[config.mk]
export PLATFORM = sky130hd
export DESIGN_NAME = rmm_datapath
export DESIGN_NICKNAME = d
export VERILOG_FILES = /design/src/design/rmm_pkg.sv /design/src/design/rmm_datapath.sv /design/src/design/rmm_regfile.sv
export VERILOG_INCLUDE_DIRS = /design/src /design/src/design
export SDC_FILE = /design/constraint.sdc
export NUM_CORES = 1
export LEC_CHECK = 0
export ABC_AREA = 1
export BUFFER_PORTS_ARGS = -buffer_cell sky130_fd_sc_hd__buf_2
export CAP_MARGIN = 15
export CORE_MARGIN = 1.5
export CORE_UTILIZATION = 30
export DETAILED_ROUTE_END_ITERATION = 8
export GPL_ROUTABILITY_DRIVEN = 0
export PLACE_DENSITY = 0.44
export SYNTH_ARGS = -nofsm -noshare
export SYNTH_HDL_FRONTEND = slang
export SYNTH_SLANG_ARGS = --single-unit
[constraint.sdc]
create_clock -name sys_clk -period 3.3 [get_ports sys_clk]
set_input_delay 0.495 -clock sys_clk [delete_from_list [all_inputs] [get_ports sys_clk]]
set_output_delay 0.495 -clock sys_clk [all_outputs]
set_load 0.03 [all_outputs]
[src/design/rmm_regs.svh]
// rmm_regs.svh: register offsets, field positions and codes of the
// rotate/mask/merge datapath
// assumes byte addresses on an 8-bit register port, 32-bit data
`ifndef RMM_REGS_SVH
`define RMM_REGS_SVH

`define RMM_OFS_INSTR 8'h00
`define RMM_OFS_ADDR 8'h04
`define RMM_OFS_PC 8'h08
`define RMM_OFS_STATUS 8'h0C
`define RMM_WIN_SEL 2'h1
`define RMM_WIN_SEL_F 7:6
`define RMM_WIN_IDX_F 5:2
`define RMM_WIN_ALIGN_F 1:0

`define RMM_INSTR_F 15:0
`define RMM_ADDR_F 12:0
`define RMM_ST_BUSY 0
`define RMM_ST_OVF 1
`define RMM_ST_ERR 2

`define RMM_OP_MOVE 3'h0
`define RMM_OP_ADD 3'h1
`define RMM_OP_AND 3'h2
`define RMM_OP_XOR 3'h3

`define RMM_IDX_ACC 4'h0
`define RMM_IDX_LEFT_ADDR 4'h7
`define RMM_IDX_OVF 4'h8
`define RMM_IDX_RIGHT_ADDR 4'hF
`define RMM_BANK_RIGHT 2'h3
`define RMM_FULL_LEN 3'h0
`define RMM_PC_RST 13'h0000

`endif

[src/design/rmm_pkg.sv]
// rmm_pkg.sv: types shared by the datapath, the i/o device model and the testbench
// assumes rmm_regs.svh holds the numeric codes
package rmm_pkg;

  typedef logic [12:0] rmm_addr_t;

  typedef enum logic [2:0] {
    st_idle = 3'b001,
    st_read = 3'b010,
    st_exec = 3'b100
  } rmm_state_e;

  // source and dest: bit 4 set means bus, bits 4:3 bank, 2:0 rotate/pos
  typedef struct packed {
    logic [2:0] op;
    logic [4:0] src;
    logic [2:0] len;
    logic [4:0] dst;
  } rmm_instr_s;

  typedef struct packed {
    logic [7:0] data;
    logic oe;
    logic sel;
  } rmm_bank_out_s;

endpackage : rmm_pkg

[src/design/rmm_datapath.sv]
// rmm_datapath.sv: rotate/mask/merge operand datapath, top level
// assumes one 125 MHz clock; bus bank inputs arrive asynchronously
//
// The register addresses and strobed register access were chosen for this implementation.
`timescale 1ns/10ps
`default_nettype none
`include "rmm_regs.svh"

// What this block does
// - register moves right-rotate source, source kept
// - overflow only on ADD, never a destination
// - accumulator copy feeds AND, ADD, XOR only
// - MOVE, AND, ADD, XOR in both formats
// - register destinations R0-R6, R9-R14, bank addresses
// - bank address destination drives bus and stores
// - register-to-bus-address loads PC from AR
// - bank field 2 left, 3 right
// - length 1-7 low bits, 0 full byte
// - latch bank, shift source, merge, output
// - merge keeps latched bits outside field
// - destination position aligns field LSB
// - bus-to-register rotates, masks, zeroes high bits
// - bus-to-bus rotate, mask, shift, merge, output
// - bus-to-address masks, zeroes rest, emits address
// - emitted address held in bank register
// - second ALU operand is accumulator R0
// - bank address shown with select-command strobe high
module rmm_datapath
  import rmm_pkg::*;
(
  input wire logic sys_clk,
  input wire logic rstn,
  input wire logic [7:0] reg_addr,
  input wire logic [31:0] reg_wdata,
  input wire logic reg_wr,
  input wire logic reg_rd,
  output logic [31:0] reg_rdata,
  input wire logic [7:0] left_io_vector_bus_in,
  input wire logic [7:0] right_io_vector_bus_in,
  output rmm_bank_out_s left_io_vector_drive,
  output rmm_bank_out_s right_io_vector_drive
);

  typedef struct packed {
    rmm_state_e fsm;
    rmm_instr_s ins;
    logic [7:0] aux;
    logic ovf;
    logic err;
    rmm_addr_t pc;
    rmm_addr_t ar;
    logic [7:0] left_latch;
    logic [7:0] right_latch;
    logic [7:0] l_s1;
    logic [7:0] l_s2;
    logic [7:0] l_s3;
    logic [7:0] l_in;
    logic [7:0] r_s1;
    logic [7:0] r_s2;
    logic [7:0] r_s3;
    logic [7:0] r_in;
    rmm_bank_out_s left_drive;
    rmm_bank_out_s right_drive;
    logic [31:0] rdata;
    logic rd_mem;
  } rmm_dp_state_s;

  rmm_dp_state_s s_reg;
  rmm_dp_state_s s_next;
  logic mem_we;
  logic [3:0] mem_waddr;
  logic [7:0] mem_wdata;
  logic [3:0] mem_raddr;
  logic [7:0] mem_q;
  logic src_bus;
  logic dst_bus;
  logic dst_addr_reg;
  logic bad;
  logic [7:0] src_byte;
  logic [7:0] dst_latch;
  logic [7:0] operand;
  logic [8:0] alu;
  logic [7:0] result;
  logic [7:0] merge_mask;

  // circular: bits leaving bit 0 come back in at bit 7
  function automatic logic [7:0] rot_right(input logic [7:0] v,
                                           input logic [2:0] n);
    logic [15:0] w;
    w = {v, v} >> n;
    return w[7:0];
  endfunction : rot_right
  function automatic logic [7:0] len_mask(input logic [2:0] len);
    logic [7:0] m;
    m = ~(8'hFF << len);
    if (len == `RMM_FULL_LEN) begin
      m = 8'hFF;
    end
    return m;
  endfunction : len_mask
  function automatic logic bank_right(input logic [1:0] field);
    return field == `RMM_BANK_RIGHT;
  endfunction : bank_right
  function automatic logic win_hit(input logic [7:0] a);
    return a[`RMM_WIN_SEL_F] == `RMM_WIN_SEL && a[`RMM_WIN_ALIGN_F] == 2'h0;
  endfunction : win_hit

  rmm_regfile #(
    .DEPTH(16),
    .WIDTH(8),
    .AW(4)
  ) u_regfile (
    .sys_clk(sys_clk),
    .rstn(rstn),
    .we(mem_we),
    .waddr(mem_waddr),
    .wdata(mem_wdata),
    .raddr(mem_raddr),
    .rdata(mem_q)
  );

  always_comb begin
    s_next = s_reg;
    mem_we = 1'b0;
    mem_waddr = 4'h0;
    mem_wdata = 8'h00;
    mem_raddr = 4'h0;
    src_bus = s_reg.ins.src[4];
    dst_bus = s_reg.ins.dst[4];
    dst_addr_reg = !dst_bus && (s_reg.ins.dst[3:0] == `RMM_IDX_LEFT_ADDR ||
                   s_reg.ins.dst[3:0] == `RMM_IDX_RIGHT_ADDR);
    bad = 1'b0;
    src_byte = bank_right(s_reg.ins.src[4:3]) ? s_reg.right_latch
                                              : s_reg.left_latch;
    dst_latch = bank_right(s_reg.ins.dst[4:3]) ? s_reg.right_latch
                                               : s_reg.left_latch;
    operand = 8'h00;
    alu = 9'h000;
    result = 8'h00;
    merge_mask = 8'h00;
    {s_next.left_drive.oe, s_next.left_drive.sel} = 2'h0;
    {s_next.right_drive.oe, s_next.right_drive.sel} = 2'h0;
    s_next.rd_mem = 1'b0;
    s_next.rdata = 32'h0000_0000;
    // bank inputs: a new value counts once stages two and three agree
    s_next.l_s1 = left_io_vector_bus_in;
    s_next.l_s2 = s_reg.l_s1;
    s_next.l_s3 = s_reg.l_s2;
    s_next.r_s1 = right_io_vector_bus_in;
    s_next.r_s2 = s_reg.r_s1;
    s_next.r_s3 = s_reg.r_s2;
    if (s_reg.l_s2 == s_reg.l_s3) begin
      s_next.l_in = s_reg.l_s3;
    end
    if (s_reg.r_s2 == s_reg.r_s3) begin
      s_next.r_in = s_reg.r_s3;
    end

    if (reg_rd) begin
      if (reg_addr == `RMM_OFS_INSTR) begin
        s_next.rdata = {16'h0000, s_reg.ins};
      end else if (reg_addr == `RMM_OFS_ADDR) begin
        s_next.rdata = {19'h00000, s_reg.ar};
      end else if (reg_addr == `RMM_OFS_PC) begin
        s_next.rdata = {19'h00000, s_reg.pc};
      end else if (reg_addr == `RMM_OFS_STATUS) begin
        s_next.rdata[`RMM_ST_BUSY] = s_reg.fsm != st_idle;
        s_next.rdata[`RMM_ST_OVF] = s_reg.ovf;
        s_next.rdata[`RMM_ST_ERR] = s_reg.err;
      end else if (win_hit(reg_addr) && s_reg.fsm == st_idle) begin
        if (reg_addr[`RMM_WIN_IDX_F] == `RMM_IDX_OVF) begin
          s_next.rdata = {31'h0000_0000, s_reg.ovf};
        end else begin
          mem_raddr = reg_addr[`RMM_WIN_IDX_F];
          s_next.rd_mem = 1'b1;
        end
      end
    end

    case (s_reg.fsm)
      st_idle: begin
        if (reg_wr) begin
          if (reg_addr == `RMM_OFS_INSTR) begin
            s_next.ins = rmm_instr_s'(reg_wdata[`RMM_INSTR_F]);
            s_next.fsm = st_read;
          end else if (reg_addr == `RMM_OFS_ADDR) begin
            s_next.ar = reg_wdata[`RMM_ADDR_F];
          end else if (win_hit(reg_addr) &&
                       reg_addr[`RMM_WIN_IDX_F] != `RMM_IDX_OVF) begin
            mem_we = 1'b1;
            mem_waddr = reg_addr[`RMM_WIN_IDX_F];
            mem_wdata = reg_wdata[7:0];
            if (mem_waddr == `RMM_IDX_ACC) begin
              s_next.aux = reg_wdata[7:0];
            end
          end
        end
      end
      st_read: begin
        // bank bytes are latched in the same cycle the source is read
        s_next.left_latch = s_reg.l_in;
        s_next.right_latch = s_reg.r_in;
        mem_raddr = s_reg.ins.src[3:0];
        s_next.fsm = st_exec;
      end
      st_exec: begin
        if (!src_bus && !dst_bus) begin
          operand = rot_right(mem_q, s_reg.ins.len);
        end else if (!src_bus) begin
          operand = mem_q & len_mask(s_reg.ins.len);
        end else begin
          operand = rot_right(src_byte, s_reg.ins.src[2:0]) &
                    len_mask(s_reg.ins.len);
        end
        case (s_reg.ins.op)
          `RMM_OP_MOVE: alu = {1'b0, operand};
          `RMM_OP_ADD: alu = {1'b0, operand} + {1'b0, s_reg.aux};
          `RMM_OP_AND: alu = {1'b0, operand & s_reg.aux};
          `RMM_OP_XOR: alu = {1'b0, operand ^ s_reg.aux};
          default: bad = 1'b1;
        endcase
        if (!dst_bus && s_reg.ins.dst[3:0] == `RMM_IDX_OVF) begin
          bad = 1'b1;
        end
        s_next.err = bad;
        s_next.pc = s_reg.pc + 13'h0001;
        s_next.ar = s_reg.pc + 13'h0001;
        s_next.fsm = st_idle;
        result = alu[7:0];
        if (!bad) begin
          if (s_reg.ins.op == `RMM_OP_ADD) begin
            s_next.ovf = alu[8];
          end
          if (dst_bus) begin
            // shifted-out high bits are dropped, not wrapped
            merge_mask = len_mask(s_reg.ins.len) << s_reg.ins.dst[2:0];
            result = (dst_latch & ~merge_mask) |
                     ((alu[7:0] << s_reg.ins.dst[2:0]) & merge_mask);
            if (bank_right(s_reg.ins.dst[4:3])) begin
              s_next.right_drive.data = result;
              s_next.right_drive.oe = 1'b1;
            end else begin
              s_next.left_drive.data = result;
              s_next.left_drive.oe = 1'b1;
            end
          end else begin
            if (src_bus) begin
              result = alu[7:0] & len_mask(s_reg.ins.len);
            end
            mem_we = 1'b1;
            mem_waddr = s_reg.ins.dst[3:0];
            mem_wdata = result;
            if (mem_waddr == `RMM_IDX_ACC) begin
              s_next.aux = result;
            end
            if (dst_addr_reg) begin
              if (s_reg.ins.dst[3:0] == `RMM_IDX_RIGHT_ADDR) begin
                s_next.right_drive.data = result;
                s_next.right_drive.oe = 1'b1;
                s_next.right_drive.sel = 1'b1;
              end else begin
                s_next.left_drive.data = result;
                s_next.left_drive.oe = 1'b1;
                s_next.left_drive.sel = 1'b1;
              end
              if (!src_bus) begin
                s_next.pc = s_reg.ar;
              end
            end
          end
        end
      end
      default: s_next.fsm = st_idle;
    endcase
  end

  always_ff @(posedge sys_clk or negedge rstn) begin
    if (!rstn) begin
      s_reg <= '0;
      s_reg.fsm <= st_idle;
      s_reg.pc <= `RMM_PC_RST;
      s_reg.ar <= `RMM_PC_RST;
    end else begin
      s_reg <= s_next;
    end
  end

  assign reg_rdata = s_reg.rd_mem ? {24'h000000, mem_q} : s_reg.rdata;
  assign left_io_vector_drive = s_reg.left_drive;
  assign right_io_vector_drive = s_reg.right_drive;

  wire exec_ok = s_reg.fsm == st_exec && !bad;
endmodule : rmm_datapath
`default_nettype wire

[src/design/rmm_regfile.sv]
// rmm_regfile.sv: working register file, one write and one read port
// assumes the caller never reads and writes the same word in one cycle
`timescale 1ns/10ps
`default_nettype none

module rmm_regfile #(
  parameter int DEPTH = 16,
  parameter int WIDTH = 8,
  parameter int AW = 4
) (
  input wire logic sys_clk,
  input wire logic rstn,
  input wire logic we,
  input wire logic [AW-1:0] waddr,
  input wire logic [WIDTH-1:0] wdata,
  input wire logic [AW-1:0] raddr,
  output logic [WIDTH-1:0] rdata
);

  typedef struct packed {
    logic [DEPTH-1:0][WIDTH-1:0] mem;
    logic [WIDTH-1:0] q;
  } rmm_rf_state_s;

  rmm_rf_state_s s_reg;
  rmm_rf_state_s s_next;

  always_comb begin
    s_next = s_reg;
    s_next.q = s_reg.mem[raddr];
    if (we) begin
      s_next.mem[waddr] = wdata;
    end
  end

  always_ff @(posedge sys_clk or negedge rstn) begin
    if (!rstn) begin
      s_reg <= '0;
    end else begin
      s_reg <= s_next;
    end
  end

  assign rdata = s_reg.q;

endmodule : rmm_regfile
`default_nettype wire

==> results of run 1 <==
[Yosys cell counts (3+ instances only)]
master / instances
nand2_1: 348
dfrtp_1: 307
o21ai_0: 218
inv_1: 200
nor2_1: 179
a21oi_1: 141
nand3_1: 138
clkbuf_1: 53
buf_4: 42
buf_2: 23
o21ai_1: 22
xor2_1: 20
o211ai_1: 19
o22ai_1: 17
mux2_2: 16
inv_2: 13
o221ai_1: 13
ha_1: 12
nor2_2: 12
a22oi_1: 11
nor3_1: 9
a31oi_1: 8
o21a_1: 8
a211oi_1: 7
nor3_2: 7
nand4_1: 6
or2_2: 6
nor4_1: 5
o311ai_0: 5
buf_1: 4
buf_6: 4
nor2_4: 4
o22ai_2: 4
o21bai_1: 3
[logic make-up (layout without fill, tap and decap cells)]
family | count (synthesis) | count (layout)
simple gates | 718 | 718
compound gates | 491 | 491
buf+inv | 341 | 561
flops | 308 | 308
xor+xnor | 22 | 22
mux | 16 | 16
fa+ha+maj | 13 | 13
other cells | 1 | 16
[cell type report]
| type | instances | share of cell area, % |
|---|---|---|
| timing repair inverter | 1 | 0.03709 |
| sequential | 308 | 38.12 |
| tap | 680 | 4.204 |
| clock buffer | 56 | 5.477 |
| inverter | 215 | 4.160 |
| clock inverter | 8 | 0.4698 |
| multi-input combinational | 1276 | 36.71 |
| timing repair buffer | 281 | 10.82 |
[per-layer routing]
| metal | vias to the layer above | track usage [%] | wire length [µm] |
|---|---|---|---|
| li1 | 6714 | - | - |
| met1 | 6777 | 27.07 | 23730 |
| met2 | 397 | 31.73 | 24710 |
| met3 | 79 | 2.717 | 2645 |
| met4 | 0 | 6.025 | 1442 |
| met5 | - | 0 | 0 |
[worst register-to-register path, delay by kind of cell, from the launching register on]
| kind | cells | cell delay (ns) |
|---|---|---|
| buffers and inverters | 4 | 0.51 |
| AND/OR/NAND/NOR | 19 | 1.51 |
| AO/OA/AOI/OAI | 3 | 0.34 |
| flip-flops | 1 | 0.48 |
| adder cells (fa/ha/maj) | 2 | 0.53 |
[timing repair]
action,in CTS,in global routing
gates resized for setup,105,205
pin swaps,30,50
setup buffers,15,9
hold buffers,1,0
cloned,2,2
endpoints found under the hold margin,45,0
endpoints found under the setup margin,126,126
[where the power goes]
part,switching (mW),leakage (nW),internal [mW]
Combinational,0.962,5.06,0.681
Clock,1.66,0.577,2.34
Sequential,0.122,3.89,3.95
Total,2.75,9.53,6.97
[path summary, 6_finish.rpt]
| check | from | cells after the start | to | slack, ns |
|---|---|---|---|---|
| worst min-delay path | left_io_vector_bus_in[4] | 1 | s_next[105] | 0.05 |
| worst min register to register | s_next[73] | 0 | s_next[65] | 0.34 |
| max in group asynchronous | rstn | 3 | u_regfile.s_reg[77] | 1.88 |
| min in group asynchronous | rstn | 2 | left_io_vector_drive[1] | 0.55 |
| worst max register to register | s_reg[180] | 28 | u_regfile.s_reg[62] | -0.11 |
| worst max-delay path | s_reg[180] | 28 | u_regfile.s_reg[62] | -0.11 |
[per-stage QoR]
stage | power [mW] | area [µm²] | worst slack, ns | setup TNS [ns]
floorplan | 4.806 | 15630 | 0.007740 | 0
global placement | 5.434 | 17670 | -0.5276 | -41.13
detailed placement | 5.444 | 17670 | -0.5887 | -45.93
CTS | 9.647 | 19400 | -0.04814 | -0.5250
global route | 10.15 | 20240 | -0.2951 | -12.56
finish | 9.714 | 20240 | -0.1053 | -1.267
==> key figures, run 1 <==
Clocking
  – CTS tree: done
  – CTS Sinks: 308
  – Cts bufs inserted: 38
  – H-Tree Depth: 2
  – Clock Latency Late Sink: approximately 0.57 ns
  – Clock Path Buffers: 3
  – Clk root buf: clkbuf_16
  – Clk slew on worst S/H paths: 0.06 ns

Yosys
  – Seq/Total Area, Yosys: between 40% and 50%
  – Syn Inst Count: 1910
  – Synthesized area: 15560 µm²
  – Post-Synth XOR/XNOR Area: between 1 and 1.5%
  – Syn avg cell area: between 8 and 9 µm²
  – Yosys Warn Count: 0
  – Ys flop type: dfrtp_1
  – Adder-Cell Fraction of Synth Area: 1.093%
  – Area leader, netlist: dfrtp_1
  – Main combinational cell family by area after synthesis: simple AND/OR/NAND/NOR gates
  – Async S/R FF share, synth: 100.0%
  – Synth unique cells: 53
  – Yosys reg bits: 308
  – Mux cell area share after synthesis: 1.158%
  – Simple-Gate Fraction of Synth Area: 19.52%
  – Synth area leaders: dfrtp_1 (49%), nand2_1 (8.4%), o21ai_0 (7.0%)
  – Synth top area share: 49.36%
  – Compound-Gate Fraction of Synth Area: 17.83%
  – Post-synth EDFFs: 0

Setup path
  – Worst Path Max Fanout: 4
  – Critical Path End Type: register
  – Critical Path Start Type: register
  – Slowest-stage cell, CP: dfrtp_2
  – Critical Path Max Stage Delay: 0.48 ns
  – Cell family with most CP delay: simple AND/OR/NAND/NOR gates
  – CP Data Required Time: approximately 3.8 ns
  – CP Class: reg2reg
  – CP arrival: 3.91 ns
  – Most used cell, CP: nand2_1
  – CP bufs+invs: 4

Placed design
  – # port buffers: 79
  – Hpwl dp: 37.39 mm
  – DP Cell Count: ~2.7k

Drt
  – Avg WL per Cell: 18.59 µm
  – Routed vias: about 14k
  – Number of remaining DRC errors: 0
  – Total wire length: 52.52 mm
  – Routed Antenna Nets: 0
  – Iteration-0 DRC Markers: 993
  – Pre-antenna DRT Iters: 7
  – Via/cell ratio: 4.944

Floorplan
  – Total die area: 53260 µm²
  – Die Wd: 230.8 µm
  – Die height: between 200 and 250 µm
  – Io pins: 112
  – Initial Utilization: 30.34%
  – Core area: 51300 µm²
  – Row cnt: 83

Timing
  – Setup violators final: 31
  – Worst Skew: 0.02652 ns
  – Worst setup margin: -0.1053 ns
  – Min Clock Period, post-route: roughly 3.4 ns
  – Ratio of final minimum period to clock period: 103.2%
  – RSZ-0062 raised after global routing: yes
  – Hold Slack: 0.04775 ns
  – Worst-Margin Slew: 0.7782 ns
  – Rel. slew slack: 47.93%
  – Slew Viols, Final: 0
  – Final hold violation count: 0
  – Max Fclk: 293.7 MHz

Final layout
  – P&R area growth vs syn: 30.03%
  – Fraction of layout cells with a size suffix above 1: approximately 28%
  – Multi-input gate area: around 7400 µm²
  – Most frequent cells in the layout: nand2_1 (306), dfrtp_1 (302), inv_1 (189)
  – Register area: 7715 µm²
  – Ant. Diodes: 0
  – Most common cell after layout, fill and taps aside: nand2_1
  – Non-Filler Instances: between 2k and 3k
  – Final core utilization: 39.45%
  – Final net count: 2194
  – Max reg flops: 128
  – Fillers: 5252

Pwr
  – PD cells: 480.0 nW/µm²
  – Maximum vdd ir drop: around 0.27 mV
  – Pleak: around 9.5 nW

Worst hold path
  – Hold crit path type: in2reg

GRT
  – Initial antenna violation count: 0
  – Largest net degree at the start of global routing: 88
  – Vias in the first global route: between 10k and 15k
  – First-pass GRT wire length: 80.43 mm
  – Gr ovfl total: 0
  – Tot GR Track Use: 19.61%

Flow run
  – Max cap viols: 0

Run status
  – Outcome: complete, but fails checks
  – Failing checks: negative setup slack
No activity file was read; power rests on OpenSTA's default activity.
==> inputs of run 2 (changes only) <==
--- a/config.mk
+++ b/config.mk
@@ -10,10 +10,10 @@
 export BUFFER_PORTS_ARGS = -buffer_cell sky130_fd_sc_hd__buf_2
 export CAP_MARGIN = 15
 export CORE_MARGIN = 1.5
-export CORE_UTILIZATION = 30
+export CORE_UTILIZATION = 37
 export DETAILED_ROUTE_END_ITERATION = 8
 export GPL_ROUTABILITY_DRIVEN = 0
-export PLACE_DENSITY = 0.44
+export PLACE_DENSITY = 0.67
 export SYNTH_ARGS = -nofsm -noshare
 export SYNTH_HDL_FRONTEND = slang
 export SYNTH_SLANG_ARGS = --single-unit
==> key figures, run 2 (synthesized netlist as in run 1, its figures left out) <==
Run status
  – Outcome: complete, but fails checks
  – Failing checks: negative hold slack, negative setup slack

Placed design
  – Pre-CTS setup slack: -0.4261 ns
  – # port buffers: about 80
  – Hpwl dp: 32.41 mm
  – Placed cell areas: about 17000 µm²

Drt
  – Metal2 WL: 21.92 mm
  – Number of remaining DRC errors: 0
  – Routed length on met1: 19.79 mm
  – Routed vias: 14.20k
  – Iteration-0 DRC Markers: 1446
  – Pre-antenna DRT Iters: 6
  – Via/cell ratio: 5.378
  – Avg WL per Cell: roughly 18 µm
  – Routed Antenna Nets: 0
  – Top Layer Used: met4
  – Met3 Wirelength: 3.764 mm
  – Total wire length: 47.48 mm

Clocking
  – CTS tree: done
  – Clk slew on worst S/H paths: approximately 0.06 ns
  – H-Tree Depth: 2
  – Cts bufs inserted: 36
  – Clock Latency Late Sink: 0.57 ns
  – Clock Path Buffers: 3
  – Clk root buf: clkbuf_16
  – CTS Sinks: 308
  – Hold buffers post-CTS: 0

Pwr
  – Maximum vdd ir drop: 0.3166 mV
  – Sw Ratio: 28.04%
  – PD cells: about 490 nW/µm²
  – Sw power: between 2 and 3 mW
  – Sequential cell fraction of total power: 43.1%
  – Power Total: between 9 and 10 mW
  – Gate power share: around 16%
  – Clock Power Share: 41.5%
  – Pleak: 9.243 nW
  – Int Pwr: 6.809 mW

Timing
  – Final setup TNS: -9.322 ns
  – Slew Viols, Final: 0
  – Worst-Margin Slew: 0.8381 ns
  – Hold Slack: -0.01299 ns
  – RSZ-0062 raised after global routing: yes
  – Worst setup margin: -0.1897 ns
  – Ratio of final minimum period to clock period: 105.7%
  – Max Fclk: 286.6 MHz
  – Rel. slew slack: 44.12%
  – Worst Skew: approximately 0.031 ns
  – Final hold violation count: 22
  – Min Clock Period, post-route: 3.490 ns
  – Setup violators final: 114

Final layout
  – Register area: 7712 µm²
  – Multi-input gate area: 7151 µm²
  – Final core utilization: 46.91%
  – Fillers: 3854
  – Final instance area: about 19000 µm²
  – P&R area growth vs syn: 24.19%
  – Most common cell after layout, fill and taps aside: nand2_1
  – Max reg flops: roughly 130
  – Ant. Diodes: 0
  – Final net count: roughly 2.2k
  – Most frequent cells in the layout: nand2_1 (312), dfrtp_1 (304), inv_1 (191)
  – Fraction of layout cells with a size suffix above 1: approximately 25%

Floorplan
  – Core area: 41200 µm²
  – Die Wd: 208.1 µm
  – Total die area: 43310 µm²
  – Row cnt: 74
  – Initial Utilization: 37.78%
  – Die height: 208.1 µm
  – Io pins: 112

GRT
  – Vias in the first global route: between 10k and 15k
  – Largest net degree at the start of global routing: 100
  – Gr ovfl total: 0
  – First-pass GRT wire length: approximately 73 mm
  – Tot GR Track Use: a little over a fifth
  – Initial antenna violation count: 1

Setup path
  – CP Data Required Time: 3.80 ns
  – Slowest-stage cell, CP: dfrtp_2
  – Reg2Reg Depth: 28
  – Critical Path End Type: register
  – Worst Path Max Fanout: 8
  – Critical Path Start Type: register
  – Critical Path Max Stage Delay: 0.46 ns
  – CP Class: reg2reg
  – CP arrival: 3.99 ns

Worst hold path
  – Hold crit path type: in2async

Flow run
  – Max cap viols: 0
==> run 2: cell types whose count changed in the layout (fill, tap and decap cells not counted), moves of 4 or more <==
cell	change
buf_4	-23
a21oi_1	+12
nor2_2	+4
nand3_2	-18
inv_6	+4
nand2_1	+6
nand3_1	+18
nand2_2	-4
ha_1	+4
o21ai_0	+9
clkbuf_16	-4
o21ai_2	-7
a21oi_2	-10
==> run 2: routing by layer <==
layer	up-vias	track usage [%]
li1	6635	-
met2	633	33.30
met1	6788	29.31
met4	0	9.011
met3	142	3.577
met5	-	0
==> run 2: cell type report <==
cell class                      instances  share of cell area, %
Sequential cell                       308                  39.90
Tap cell                              532                  3.444
Timing Repair inverter                  2                0.07767
Clock inverter                         10                 0.5631
Timing Repair Buffer                  246                  9.405
Clock buffer                           51                  5.366
Inverter                              215                  4.253
Multi-Input combinational cell       1276                  36.99
==> run 2: power by group through the flow <==
| stage | logic, mW | registers (mW) | clock network (mW) |
|---|---|---|---|
| after detailed placement | 1.21 | 4.13 | 0 |
| after global placement | 1.18 | 4.12 | 0 |
| final | 1.46 | 4.07 | 3.92 |
| after floorplan | 0.723 | 4.08 | 0 |
| after CTS | 1.31 | 4.07 | 3.98 |
| after global routing | 1.58 | 4.09 | 4.15 |
==> run 2: repair_timing <==
| item | 4_1_cts | 5_1_grt |
|---|---|---|
| setup endpoints to repair | 126 | 127 |
| pin swaps | 28 | 53 |
| resized for setup | 89 | 138 |
| cloned | 1 | 1 |
| setup buffers | 11 | 11 |
==> run 2: worst max-delay path, delay by kind of cell, from the launching register on <==
family	cells	cell delay (ns)
AO/OA/AOI/OAI	3	0.34
adder cells (fa/ha/maj)	2	0.54
AND/OR/NAND/NOR	19	1.58
flip-flops	1	0.46
buffers and inverters	4	0.52
==> run 2: path summary, 6_finish.rpt <==
| kind | to | slack (ns) | start |
|---|---|---|---|
| setup / recovery | u_regfile.s_reg[62] | -0.19 | s_reg[180] |
| hold / removal | s_reg[168] | -0.01 | rstn |
| setup reg to reg | u_regfile.s_reg[62] | -0.19 | s_reg[180] |
| hold reg to reg | s_next[68] | 0.34 | s_next[76] |
| max in group asynchronous | s_reg[185] | 2.45 | rstn |
| min in group sys_clk | s_next[104] | 0.05 | left_io_vector_bus_in[3] |
==> run 2: metrics by stage <==
step	hold WS, ns	cells
2_1_floorplan	0.1994	1925
3_3_place_gp	0.3354	2557
3_5_place_dp	0.3347	2557
4_1_cts	0.02261	2630
5_1_grt	0.04017	2640
6_report	-0.01299	2640
